<file path="config.mk">
export PLATFORM = sky130hd
export DESIGN_NAME = pfss_top
export DESIGN_NICKNAME = d
export VERILOG_FILES = /design/src/include/pfss_pkg.sv /design/src/design/pfss_sync.sv /design/src/design/pfss_top.sv
export SDC_FILE = /design/constraint.sdc
export NUM_CORES = 1
export LEC_CHECK = 0
export ABC_AREA = 1
export BUFFER_PORTS_ARGS = -buffer_cell sky130_fd_sc_hd__buf_2
export CAP_MARGIN = 10
export CORE_MARGIN = 1.5
export CORE_UTILIZATION = 30
export CTS_BUF_LIST = sky130_fd_sc_hd__clkbuf_8 sky130_fd_sc_hd__clkbuf_16
export DETAILED_ROUTE_END_ITERATION = 16
export PLACE_DENSITY_LB_ADDON = 0.15
export SETUP_SLACK_MARGIN = 0.3
export SLEW_MARGIN = 20
export SYNTH_ARGS = -nofsm -noshare
export SYNTH_HDL_FRONTEND = slang
export SYNTH_SLANG_ARGS = --single-unit
</file>
<file path="constraint.sdc">
create_clock -name CLOCK -period 3.3 [get_ports CLOCK]
set_input_delay 0.825 -clock CLOCK [delete_from_list [all_inputs] [get_ports CLOCK]]
set_output_delay 0.825 -clock CLOCK [all_outputs]
set_load 0.01 [all_outputs]
</file>
<file path="src/include/pfss_pkg.sv">
// Function
// Switching clock loss in voltage check moves to deep sleep.
// Switching clock loss when active: error state, count up, set flag.
// Low-power clock loss: shutdown, internal power-on reset, reinitialise.
// Low-power clock loss: both resets low, power-on-reset flag set.
// Core supply under/overvoltage sets power-on-reset flag, enters shutdown.
// Regulator undervoltage in first state: self test, fail bit, resets low.
// Regulator undervoltage in voltage check: deep sleep, fail bit, resets low.
// Regulator undervoltage in ramp: error state, fail bit, resets low.
// Regulator undervoltage when active sets fail bit, enters error state.
// Regulator fail bit clears only after status read and undervoltage gone.
// Overtemperature in power-up: error, count up, reset held meanwhile.
// Overtemperature when active: reset, error, count up, reset held meanwhile.
// Auxiliary above 4.8 V selects auxiliary source, only when active.
// Auxiliary below 4.6 V returns source to protected battery input.
// Illegal state codes go to first state with regulators off.
// System reset output rises only after successful power-up.
// Peripheral reset is latched system reset, rising after watchdog seen.
// Regulator fail is power status bit 6; bit 7 is buck fail.
// Error counter saturates, cleared only by power-on reset.
// All fault flags synchronised to the main clock before use.
package pfss_pkg;
  localparam int unsigned CLK_HZ = 40_000_000;
  localparam int unsigned STEP_TIME_US = 10;
  localparam int unsigned STEP_CYCLES =
    (STEP_TIME_US * CLK_HZ + 999_999) / 1_000_000;
  localparam int STEP_W = 12;
  localparam int ERR_CNT_W = 8;
  localparam int ADDR_W = 8;
  localparam int DATA_W = 32;
  localparam int SYNC_STAGES_W = 9;
  localparam logic [ADDR_W-1:0] ADDR_SYSTEM_STATUS_REGISTER = 8'h00;
  localparam logic [ADDR_W-1:0] ADDR_POWER_STATUS_REGISTER = 8'h04;
  localparam logic [ADDR_W-1:0] ADDR_STATE = 8'h08;
  localparam logic [ADDR_W-1:0] ADDR_CTRL = 8'h0c;
  localparam int SYS_POR_BIT = 0;
  localparam int SYS_SWCLK_BIT = 1;
  localparam int PWR_REGFAIL_BIT = 6;
  localparam int PWR_BUCKFAIL_BIT = 7;
  localparam int STATE_LSB = 0;
  localparam int STATE_W = 4;
  localparam int CNT_LSB = 8;
  localparam int SRC_BIT = 16;
  localparam int CTRL_SLEEP_BIT = 0;
  localparam int CTRL_WAKE_BIT = 1;
  localparam int F_SWCLK = 0;
  localparam int F_LPCLK = 1;
  localparam int F_CORE = 2;
  localparam int F_REGUV = 3;
  localparam int F_REGOT = 4;
  localparam int F_AUXHI = 5;
  localparam int F_AUXLO = 6;
  localparam int F_WDOG = 7;
  localparam int F_BUCK = 8;
  typedef enum logic [STATE_W-1:0] {
    PFSS_INIT,
    PFSS_SELF_TEST,
    PFSS_VOLT_CHECK,
    PFSS_RAMP,
    PFSS_ACTIVE,
    PFSS_ERROR,
    PFSS_DEEP_SLEEP,
    PFSS_SHUTDOWN
  } pfss_state_t;
endpackage : pfss_pkg

</file>
<file path="src/design/pfss_sync.sv">
`timescale 1ns/1ps
module pfss_sync #(
  parameter int W = 1
) (
  input wire logic clk,
  input wire logic rst,
  input wire logic [W-1:0] async_in,
  output logic [W-1:0] sync_out
);
  logic [W-1:0] meta_r;

  always_ff @(posedge clk or posedge rst)
  begin
    if (rst)
    begin
      meta_r <= '0;
      sync_out <= '0;
    end
    else
    begin
      meta_r <= async_in;
      sync_out <= meta_r;
    end
  end
endmodule : pfss_sync

</file>
<file path="src/design/pfss_top.sv">
// The APB register port and the placing of the registers were left to the implementer.
`timescale 1ns/1ps
module pfss_top #(
  parameter int unsigned STEP_CYCLES = pfss_pkg::STEP_CYCLES,
  parameter int ERR_CNT_W = pfss_pkg::ERR_CNT_W
) (
  input wire logic CLOCK,
  input wire logic RST,
  input wire logic PSEL,
  input wire logic PENABLE,
  input wire logic PWRITE,
  input wire logic [pfss_pkg::ADDR_W-1:0] PADDR,
  input wire logic [pfss_pkg::DATA_W-1:0] PWDATA,
  output logic [pfss_pkg::DATA_W-1:0] PRDATA,
  output logic PREADY,
  output logic PSLVERR,
  input wire logic SWITCHING_CLOCK_LOSS,
  input wire logic LOW_POWER_CLOCK_LOSS,
  input wire logic CORE_LOGIC_SUPPLY_FAULT,
  input wire logic REGULATOR_UNDERVOLTAGE,
  input wire logic REGULATOR_OVERTEMP,
  input wire logic AUX_SUPPLY_ABOVE_HIGH,
  input wire logic AUX_SUPPLY_BELOW_LOW,
  input wire logic WATCHDOG_TRIGGER_INPUT,
  input wire logic MAIN_BUCK_FAIL,
  output logic SYSTEM_RESET_OUT_N,
  output logic PERIPHERAL_RESET_OUT_N,
  output logic REGULATOR_ENABLE,
  output logic AUX_SOURCE_SELECT
);
  localparam logic [pfss_pkg::STEP_W-1:0] STEP_LAST =
    pfss_pkg::STEP_W'(STEP_CYCLES - 1);

  logic [pfss_pkg::SYNC_STAGES_W-1:0] flags_raw;
  logic [pfss_pkg::SYNC_STAGES_W-1:0] flags;
  logic swclk, lpclk, core, reg_uv, reg_ot, aux_hi, aux_lo, buck, crit;
  logic wd_d_r, wd_edge;

  pfss_pkg::pfss_state_t state_r, state_nxt;
  logic [pfss_pkg::STEP_W-1:0] step_r, step_nxt;
  logic [ERR_CNT_W-1:0] err_cnt_r, err_cnt_nxt;
  logic por_r, por_nxt, swf_r, swf_nxt, regf_r, regf_nxt;
  logic seen_r, seen_nxt, src_r, src_nxt;
  logic system_reset_out_n_nxt, peripheral_reset_out_n_nxt, regen_nxt;

  logic [pfss_pkg::DATA_W-1:0] rdata_nxt, rd;
  logic pready_nxt, slverr_nxt, access, apb_wr, pwr_read;
  logic sleep_cmd_r, sleep_cmd_nxt, wake_cmd_r, wake_cmd_nxt;
  logic clr_por, clr_swf, step_done;

  function automatic logic [ERR_CNT_W-1:0] sat_inc(
    input logic [ERR_CNT_W-1:0] v);
    sat_inc = (&v) ? v : v + 1'b1;
  endfunction : sat_inc

  assign flags_raw[pfss_pkg::F_SWCLK] = SWITCHING_CLOCK_LOSS;
  assign flags_raw[pfss_pkg::F_LPCLK] = LOW_POWER_CLOCK_LOSS;
  assign flags_raw[pfss_pkg::F_CORE] = CORE_LOGIC_SUPPLY_FAULT;
  assign flags_raw[pfss_pkg::F_REGUV] = REGULATOR_UNDERVOLTAGE;
  assign flags_raw[pfss_pkg::F_REGOT] = REGULATOR_OVERTEMP;
  assign flags_raw[pfss_pkg::F_AUXHI] = AUX_SUPPLY_ABOVE_HIGH;
  assign flags_raw[pfss_pkg::F_AUXLO] = AUX_SUPPLY_BELOW_LOW;
  assign flags_raw[pfss_pkg::F_WDOG] = WATCHDOG_TRIGGER_INPUT;
  assign flags_raw[pfss_pkg::F_BUCK] = MAIN_BUCK_FAIL;

  pfss_sync #(
    .W(pfss_pkg::SYNC_STAGES_W)
  ) u_sync (
    .clk(CLOCK),
    .rst(RST),
    .async_in(flags_raw),
    .sync_out(flags)
  );

  assign swclk = flags[pfss_pkg::F_SWCLK];
  assign lpclk = flags[pfss_pkg::F_LPCLK];
  assign core = flags[pfss_pkg::F_CORE];
  assign reg_uv = flags[pfss_pkg::F_REGUV];
  assign reg_ot = flags[pfss_pkg::F_REGOT];
  assign aux_hi = flags[pfss_pkg::F_AUXHI];
  assign aux_lo = flags[pfss_pkg::F_AUXLO];
  assign buck = flags[pfss_pkg::F_BUCK];
  assign crit = lpclk | core;
  assign wd_edge = flags[pfss_pkg::F_WDOG] & ~wd_d_r;

  // APB slave, one wait state
  assign access = PSEL & PENABLE & PREADY;
  assign apb_wr = access & PWRITE;
  assign pwr_read = access & ~PWRITE & (PADDR == pfss_pkg::ADDR_POWER_STATUS_REGISTER);
  assign clr_por = apb_wr & (PADDR == pfss_pkg::ADDR_SYSTEM_STATUS_REGISTER)
                   & PWDATA[pfss_pkg::SYS_POR_BIT];
  assign clr_swf = apb_wr & (PADDR == pfss_pkg::ADDR_SYSTEM_STATUS_REGISTER)
                   & PWDATA[pfss_pkg::SYS_SWCLK_BIT];

  always_comb
  begin
    rd = '0;
    pready_nxt = PSEL & PENABLE & ~PREADY;
    rdata_nxt = PRDATA;
    slverr_nxt = PSLVERR;
    sleep_cmd_nxt = apb_wr & (PADDR == pfss_pkg::ADDR_CTRL)
                    & PWDATA[pfss_pkg::CTRL_SLEEP_BIT];
    wake_cmd_nxt = apb_wr & (PADDR == pfss_pkg::ADDR_CTRL)
                   & PWDATA[pfss_pkg::CTRL_WAKE_BIT];
    slverr_nxt = 1'b0;
    unique case (PADDR)
      pfss_pkg::ADDR_SYSTEM_STATUS_REGISTER:
      begin
        rd[pfss_pkg::SYS_POR_BIT] = por_r;
        rd[pfss_pkg::SYS_SWCLK_BIT] = swf_r;
      end
      pfss_pkg::ADDR_POWER_STATUS_REGISTER:
      begin
        rd[pfss_pkg::PWR_REGFAIL_BIT] = regf_r;
        rd[pfss_pkg::PWR_BUCKFAIL_BIT] = buck;
      end
      pfss_pkg::ADDR_STATE:
      begin
        rd[pfss_pkg::STATE_LSB +: pfss_pkg::STATE_W] = state_r;
        rd[pfss_pkg::CNT_LSB +: ERR_CNT_W] = err_cnt_r;
        rd[pfss_pkg::SRC_BIT] = src_r;
      end
      pfss_pkg::ADDR_CTRL:
      begin
        rd = '0;
      end
      default:
      begin
        slverr_nxt = 1'b1;
      end
    endcase
    if (pready_nxt)
    begin
      rdata_nxt = PWRITE ? '0 : rd;
    end
    else
    begin
      slverr_nxt = 1'b0;
    end
  end

  always_ff @(posedge CLOCK or posedge RST)
  begin
    if (RST)
    begin
      PREADY <= 1'b0;
      PRDATA <= '0;
      PSLVERR <= 1'b0;
      sleep_cmd_r <= 1'b0;
      wake_cmd_r <= 1'b0;
    end
    else
    begin
      PREADY <= pready_nxt;
      PRDATA <= rdata_nxt;
      PSLVERR <= slverr_nxt;
      sleep_cmd_r <= sleep_cmd_nxt;
      wake_cmd_r <= wake_cmd_nxt;
    end
  end

  // Power state machine and status flags
  always_comb
  begin
    state_nxt = state_r;
    err_cnt_nxt = err_cnt_r;
    por_nxt = por_r & ~clr_por;
    swf_nxt = swf_r & ~clr_swf;
    regf_nxt = regf_r;
    seen_nxt = seen_r | (pwr_read & regf_r);
    src_nxt = src_r;
    step_done = (step_r >= STEP_LAST);
    step_nxt = step_done ? step_r : step_r + 1'b1;
    if (regf_r & seen_r & ~reg_uv)
    begin
      regf_nxt = 1'b0;
      seen_nxt = 1'b0;
    end
    unique case (state_r)
      pfss_pkg::PFSS_INIT:
      begin
        if (reg_ot)
        begin
          state_nxt = pfss_pkg::PFSS_ERROR;
          err_cnt_nxt = sat_inc(err_cnt_r);
        end
        else if (reg_uv)
        begin
          state_nxt = pfss_pkg::PFSS_SELF_TEST;
          regf_nxt = 1'b1;
        end
        else if (step_done)
          state_nxt = pfss_pkg::PFSS_SELF_TEST;
      end
      pfss_pkg::PFSS_SELF_TEST:
      begin
        if (reg_ot)
        begin
          state_nxt = pfss_pkg::PFSS_ERROR;
          err_cnt_nxt = sat_inc(err_cnt_r);
        end
        else if (step_done)
          state_nxt = pfss_pkg::PFSS_VOLT_CHECK;
      end
      pfss_pkg::PFSS_VOLT_CHECK:
      begin
        if (reg_ot)
        begin
          state_nxt = pfss_pkg::PFSS_ERROR;
          err_cnt_nxt = sat_inc(err_cnt_r);
        end
        else if (swclk)
          state_nxt = pfss_pkg::PFSS_DEEP_SLEEP;
        else if (reg_uv)
        begin
          state_nxt = pfss_pkg::PFSS_DEEP_SLEEP;
          regf_nxt = 1'b1;
        end
        else if (step_done)
          state_nxt = pfss_pkg::PFSS_RAMP;
      end
      pfss_pkg::PFSS_RAMP:
      begin
        if (reg_ot)
        begin
          state_nxt = pfss_pkg::PFSS_ERROR;
          err_cnt_nxt = sat_inc(err_cnt_r);
        end
        else if (reg_uv)
        begin
          state_nxt = pfss_pkg::PFSS_ERROR;
          regf_nxt = 1'b1;
        end
        else if (step_done)
          state_nxt = pfss_pkg::PFSS_ACTIVE;
      end
      pfss_pkg::PFSS_ACTIVE:
      begin
        if (reg_ot)
        begin
          state_nxt = pfss_pkg::PFSS_ERROR;
          err_cnt_nxt = sat_inc(err_cnt_r);
        end
        else if (swclk)
        begin
          state_nxt = pfss_pkg::PFSS_ERROR;
          err_cnt_nxt = sat_inc(err_cnt_r);
          swf_nxt = 1'b1;
        end
        else if (reg_uv)
        begin
          state_nxt = pfss_pkg::PFSS_ERROR;
          regf_nxt = 1'b1;
        end
        else if (sleep_cmd_r)
          state_nxt = pfss_pkg::PFSS_DEEP_SLEEP;
      end
      pfss_pkg::PFSS_ERROR:
      begin
        // Held here while overtemperature lasts
        if (~reg_ot & ~reg_uv & ~swclk & step_done)
          state_nxt = pfss_pkg::PFSS_INIT;
      end
      pfss_pkg::PFSS_DEEP_SLEEP:
      begin
        if (wake_cmd_r)
          state_nxt = pfss_pkg::PFSS_INIT;
      end
      pfss_pkg::PFSS_SHUTDOWN:
      begin
        // Internal power-on reset of the error counter, clock and regulator fail flags and source select, not the reset flag
        err_cnt_nxt = '0;
        swf_nxt = 1'b0;
        regf_nxt = 1'b0;
        seen_nxt = 1'b0;
        src_nxt = 1'b0;
        if (~crit)
          state_nxt = pfss_pkg::PFSS_INIT;
      end
      default:
      begin
        state_nxt = pfss_pkg::PFSS_INIT;
      end
    endcase
    if (aux_lo)
      src_nxt = 1'b0;
    else if (aux_hi & (state_r == pfss_pkg::PFSS_ACTIVE))
      src_nxt = 1'b1;
    if (crit)
    begin
      state_nxt = pfss_pkg::PFSS_SHUTDOWN;
      por_nxt = 1'b1;
    end
    if (state_nxt != state_r)
      step_nxt = '0;
    system_reset_out_n_nxt = (state_nxt == pfss_pkg::PFSS_ACTIVE);
    peripheral_reset_out_n_nxt = system_reset_out_n_nxt & (PERIPHERAL_RESET_OUT_N | wd_edge);
    regen_nxt = (state_nxt == pfss_pkg::PFSS_RAMP)
                | (state_nxt == pfss_pkg::PFSS_ACTIVE);
  end

  always_ff @(posedge CLOCK or posedge RST)
  begin
    if (RST)
    begin
      state_r <= pfss_pkg::PFSS_INIT;
      step_r <= '0;
      err_cnt_r <= '0;
      por_r <= 1'b1;
      swf_r <= 1'b0;
      regf_r <= 1'b0;
      seen_r <= 1'b0;
      src_r <= 1'b0;
      wd_d_r <= 1'b0;
      SYSTEM_RESET_OUT_N <= 1'b0;
      PERIPHERAL_RESET_OUT_N <= 1'b0;
      REGULATOR_ENABLE <= 1'b0;
      AUX_SOURCE_SELECT <= 1'b0;
    end
    else
    begin
      state_r <= state_nxt;
      step_r <= step_nxt;
      err_cnt_r <= err_cnt_nxt;
      por_r <= por_nxt;
      swf_r <= swf_nxt;
      regf_r <= regf_nxt;
      seen_r <= seen_nxt;
      src_r <= src_nxt;
      wd_d_r <= flags[pfss_pkg::F_WDOG];
      SYSTEM_RESET_OUT_N <= system_reset_out_n_nxt;
      PERIPHERAL_RESET_OUT_N <= peripheral_reset_out_n_nxt;
      REGULATOR_ENABLE <= regen_nxt;
      AUX_SOURCE_SELECT <= src_nxt;
    end
  end
endmodule : pfss_top

</file>
==> results.md <==
- Gpl congestion: 0.824
- Sequential area share after synthesis: 0.530
- Leading area contributor after synthesis: dfrtp_1
- Clk_skew: 0.00922 ns
- Worst reg-to-reg setup slack: 1.14 ns
- Crit Path Max Fanout: 12
- Final core occ: 0.356
- Peak supply drop: 184 uV
- Vias in the first global route: 2,468
- Starting Density: 0.307
- DRC viols: 0
- Post-synth ARST share: 1.00
- Input/output buffers: 44
- Sequential Power Share: 0.500
- Max Cap Viol: 0
- Gate power share: 0.092
- Sw Pwr: 0.469 mW
- Post-CTS sizing: 0
- Internal power: 1.36 mW
- Fin. Hold Viols: 0
- Max Transition Viols Final: 0
- Yosys cell types: 37
- EDFF count, synth: 0
- WP data required: 3.52 ns
- Worst Setup Path Type: flop to flop
- CP Launch Type: flop
- Area contributors post-synth: dfrtp_1 (52%), nand2_1 (7.9%), inv_1 (4.9%), buf_4 (4.1%), nand3_1 (3.9%)
- Final antenna-violating net count: 0
- Die area: 11,700 um^2
- Run status: finished, final reports clean
- Synth Register Bits: 70
- CTS tree: built
- Critical hold path startpoint: u_sync.meta_r[1]$_DFF_PP0_
- Leakage power figure: 1.95 nW
- First-pass GRT wire length: 11,600 um
- WL final: 6850 um
- CTS sink cnt: 70
- PD cells: 477 nW/um^2
- Crit. End Element: flop
- Root Driver: clkbuf_8
- Core area: 10,800 um^2
- Via count: 2,491
- Die Wd: 108 um
- Clk_lat worst skew: 0.35 ns
- Hold Buf Count CTS: 0
- CTS buffer count: 9
- Clk pwr share: 0.408
- Proportion of layout cells with a drive suffix above 1: 0.242
- Area grow syn2layout: 16.1%
- DRT iter0 DRCs: 145
- Syn Area/Cell: 8.99 um^2
- Switching Share: 0.256
- RR Startpoint: step_r[0]$_DFFE_PP0P_
- Die height: 108 um
- CP arrival: 2.38 ns
- H-tree levels: 3
- Ant. Diodes: 0
- Cell Area, Synth: 3310 um^2
- F_max: 463 MHz
- Cell Rows: 38
- HPWL Detailed: 5080 um
- Final Critical Period: 2.16 ns
- Largest net degree at the start of global routing: 32
- Worst-path clk slew: 0.07 ns
- IO Pins: 92
- Worst Setup SP: step_r[0]$_DFFE_PP0P_
- Yosys warns: 0
- Max Root-Sink Buffers: 2
- Pre-Repair DR Iteration Count: 4
- Synth Instances: 368
- WL per Instance: 12.1 um
- RSZ-0062 raised after global routing: no
- Vias per cell: 4.40
- Top-count cell post-synth: nand2_1
- Ys flop type: dfrtp_1
- Min-Delay Path Class: flop to flop
- TNS Setup: 0 ns
- Setup violations, final: 0
- GRT Total Usage: 0.130
- Final period util: 0.655
- Initial antenna violation count: 0
- Slew @ Worst Pin: 0.650 ns
- Grt ovf: 0
- Post-CTS setup buffers: 0
- Filler instances: 1,128
- Top cells by count, synth: nand2_1 (70), dfrtp_1 (69), inv_1 (43), nor2_1 (28), nand3_1 (26)
- Nets: 477
- Yosys top cell area share: 0.522
- Relative slew slack: 0.565
==> layer usage <==
layer / track usage / vias to the layer above / wire, um
met5: 0 / - / 0
met4: 0.0564 / 0 / 109
met3: 0.0458 / 8 / 393
met2: 0.195 / 70 / 2950
met1: 0.170 / 1151 / 3400
li1: - / 1262 / -
==> final timing paths <==
path	endpoint	depth (start not counted)
setup / recovery	step_r[11]$_DFFE_PP0P_	13
hold / removal	u_sync.sync_out[1]$_DFF_PP0_	0
setup reg to reg	step_r[11]$_DFFE_PP0P_	13
hold reg to reg	u_sync.sync_out[1]$_DFF_PP0_	0
max in group asynchronous	por_r$_DFF_PP1_	3
min in group asynchronous	u_sync.meta_r[5]$_DFF_PP0_	2
==> critical path: stages, from the launching register on <==
cell	delay, ns
dfrtp_1	0.40
ha_1	0.23
nand3_1	0.13
nand3_2	0.10
nand2_4	0.12
nand4_1	0.09
nand2_1	0.08
nand2_1	0.07
nor2_2	0.15
nand3_2	0.11
nand2_1	0.09
nand2_1	0.07
nand2_2	0.31
nor2_1	0.07
==> flip-flops by register name (all words and copies together) (netlist names) <==
name                    flops
PERIPHERAL_RESET_OUT_N      1
PRDATA                     15
PREADY                      1
PSLVERR                     1
REGULATOR_ENABLE            1
SYSTEM_RESET_OUT_N          1
err_cnt_r                   8
por_r                       1
regf_r                      1
seen_r                      1
sleep_cmd_r                 1
src_r                       1
state_r                     4
step_r                     12
swf_r                       1
u_sync.meta_r               9
u_sync.sync_out             9
wake_cmd_r                  1
wd_d_r                      1
==> stage by stage <==
step	cells	power [mW]	instance area [um^2]	hold slack, ns	setup WS, ns
after floorplan	385	1.06	3370	0.331	0.708
after global placement	550	1.10	3630	0.332	1.10
after detailed placement	550	1.10	3630	0.335	1.11
after CTS	566	1.86	3840	0.351	1.11
after global routing	566	1.94	3840	0.356	0.854
final	566	1.83	3840	0.349	1.14
==> power by group through the flow <==
stage	Clock, mW	Sequential [mW]	Combinational (mW)
floorplan	0	0.926	0.138
detailed placement	0	0.932	0.172
global route	0.816	0.920	0.200
finish	0.747	0.916	0.169
global placement	0	0.932	0.170
CTS	0.774	0.916	0.172
==> area by class of cell <==
type	count	area, um^2	share of cell area
sequential	70	1750	0.456
multi-input combinational	245	1280	0.333
timing repair buffer	46	235	0.0612
inverter	49	184	0.0479
tap	140	175	0.0456
clock buffer	9	124	0.0322
clock inverter	7	90.1	0.0234
==> placed cells by master (no fill, tap or decap), types with 2 or more instances in the layout <==
cell / netlist / final
a21oi_1: 12 / 12
a21oi_2: 2 / 2
buf_2: 0 / 44
buf_4: 18 / 2
bufinv_16: 0 / 2
clkbuf_8: 0 / 9
clkinv_2: 0 / 2
conb_1: 1 / 18
dfrtp_1: 69 / 69
ha_1: 2 / 2
inv_1: 43 / 43
inv_2: 6 / 7
nand2_1: 70 / 70
nand2_2: 4 / 4
nand2_4: 2 / 2
nand3_1: 26 / 26
nand3_2: 6 / 6
nand4_1: 7 / 7
nor2_1: 28 / 28
nor2_2: 15 / 15
nor3_1: 7 / 7
o21ai_0: 15 / 15
o31ai_1: 11 / 11
xnor2_1: 2 / 2
xor2_1: 5 / 5
==> cells by family (layout without fill, tap and decap cells) <==
group,count (synthesis),count (layout),share of synthesized area
and+or+nand+nor,171,171,0.253
DFF,70,70,0.530
buffers and inverters,70,111,0.102
AOI/OAI and AO/OA,46,46,0.0851
xor gates and xnor gates,7,7,0.0185
adders and majority gates,2,2,0.00756
other,1,18,0.00113
muxes,1,1,0.00303
Note: power is estimated with default switching activity, not from simulation.
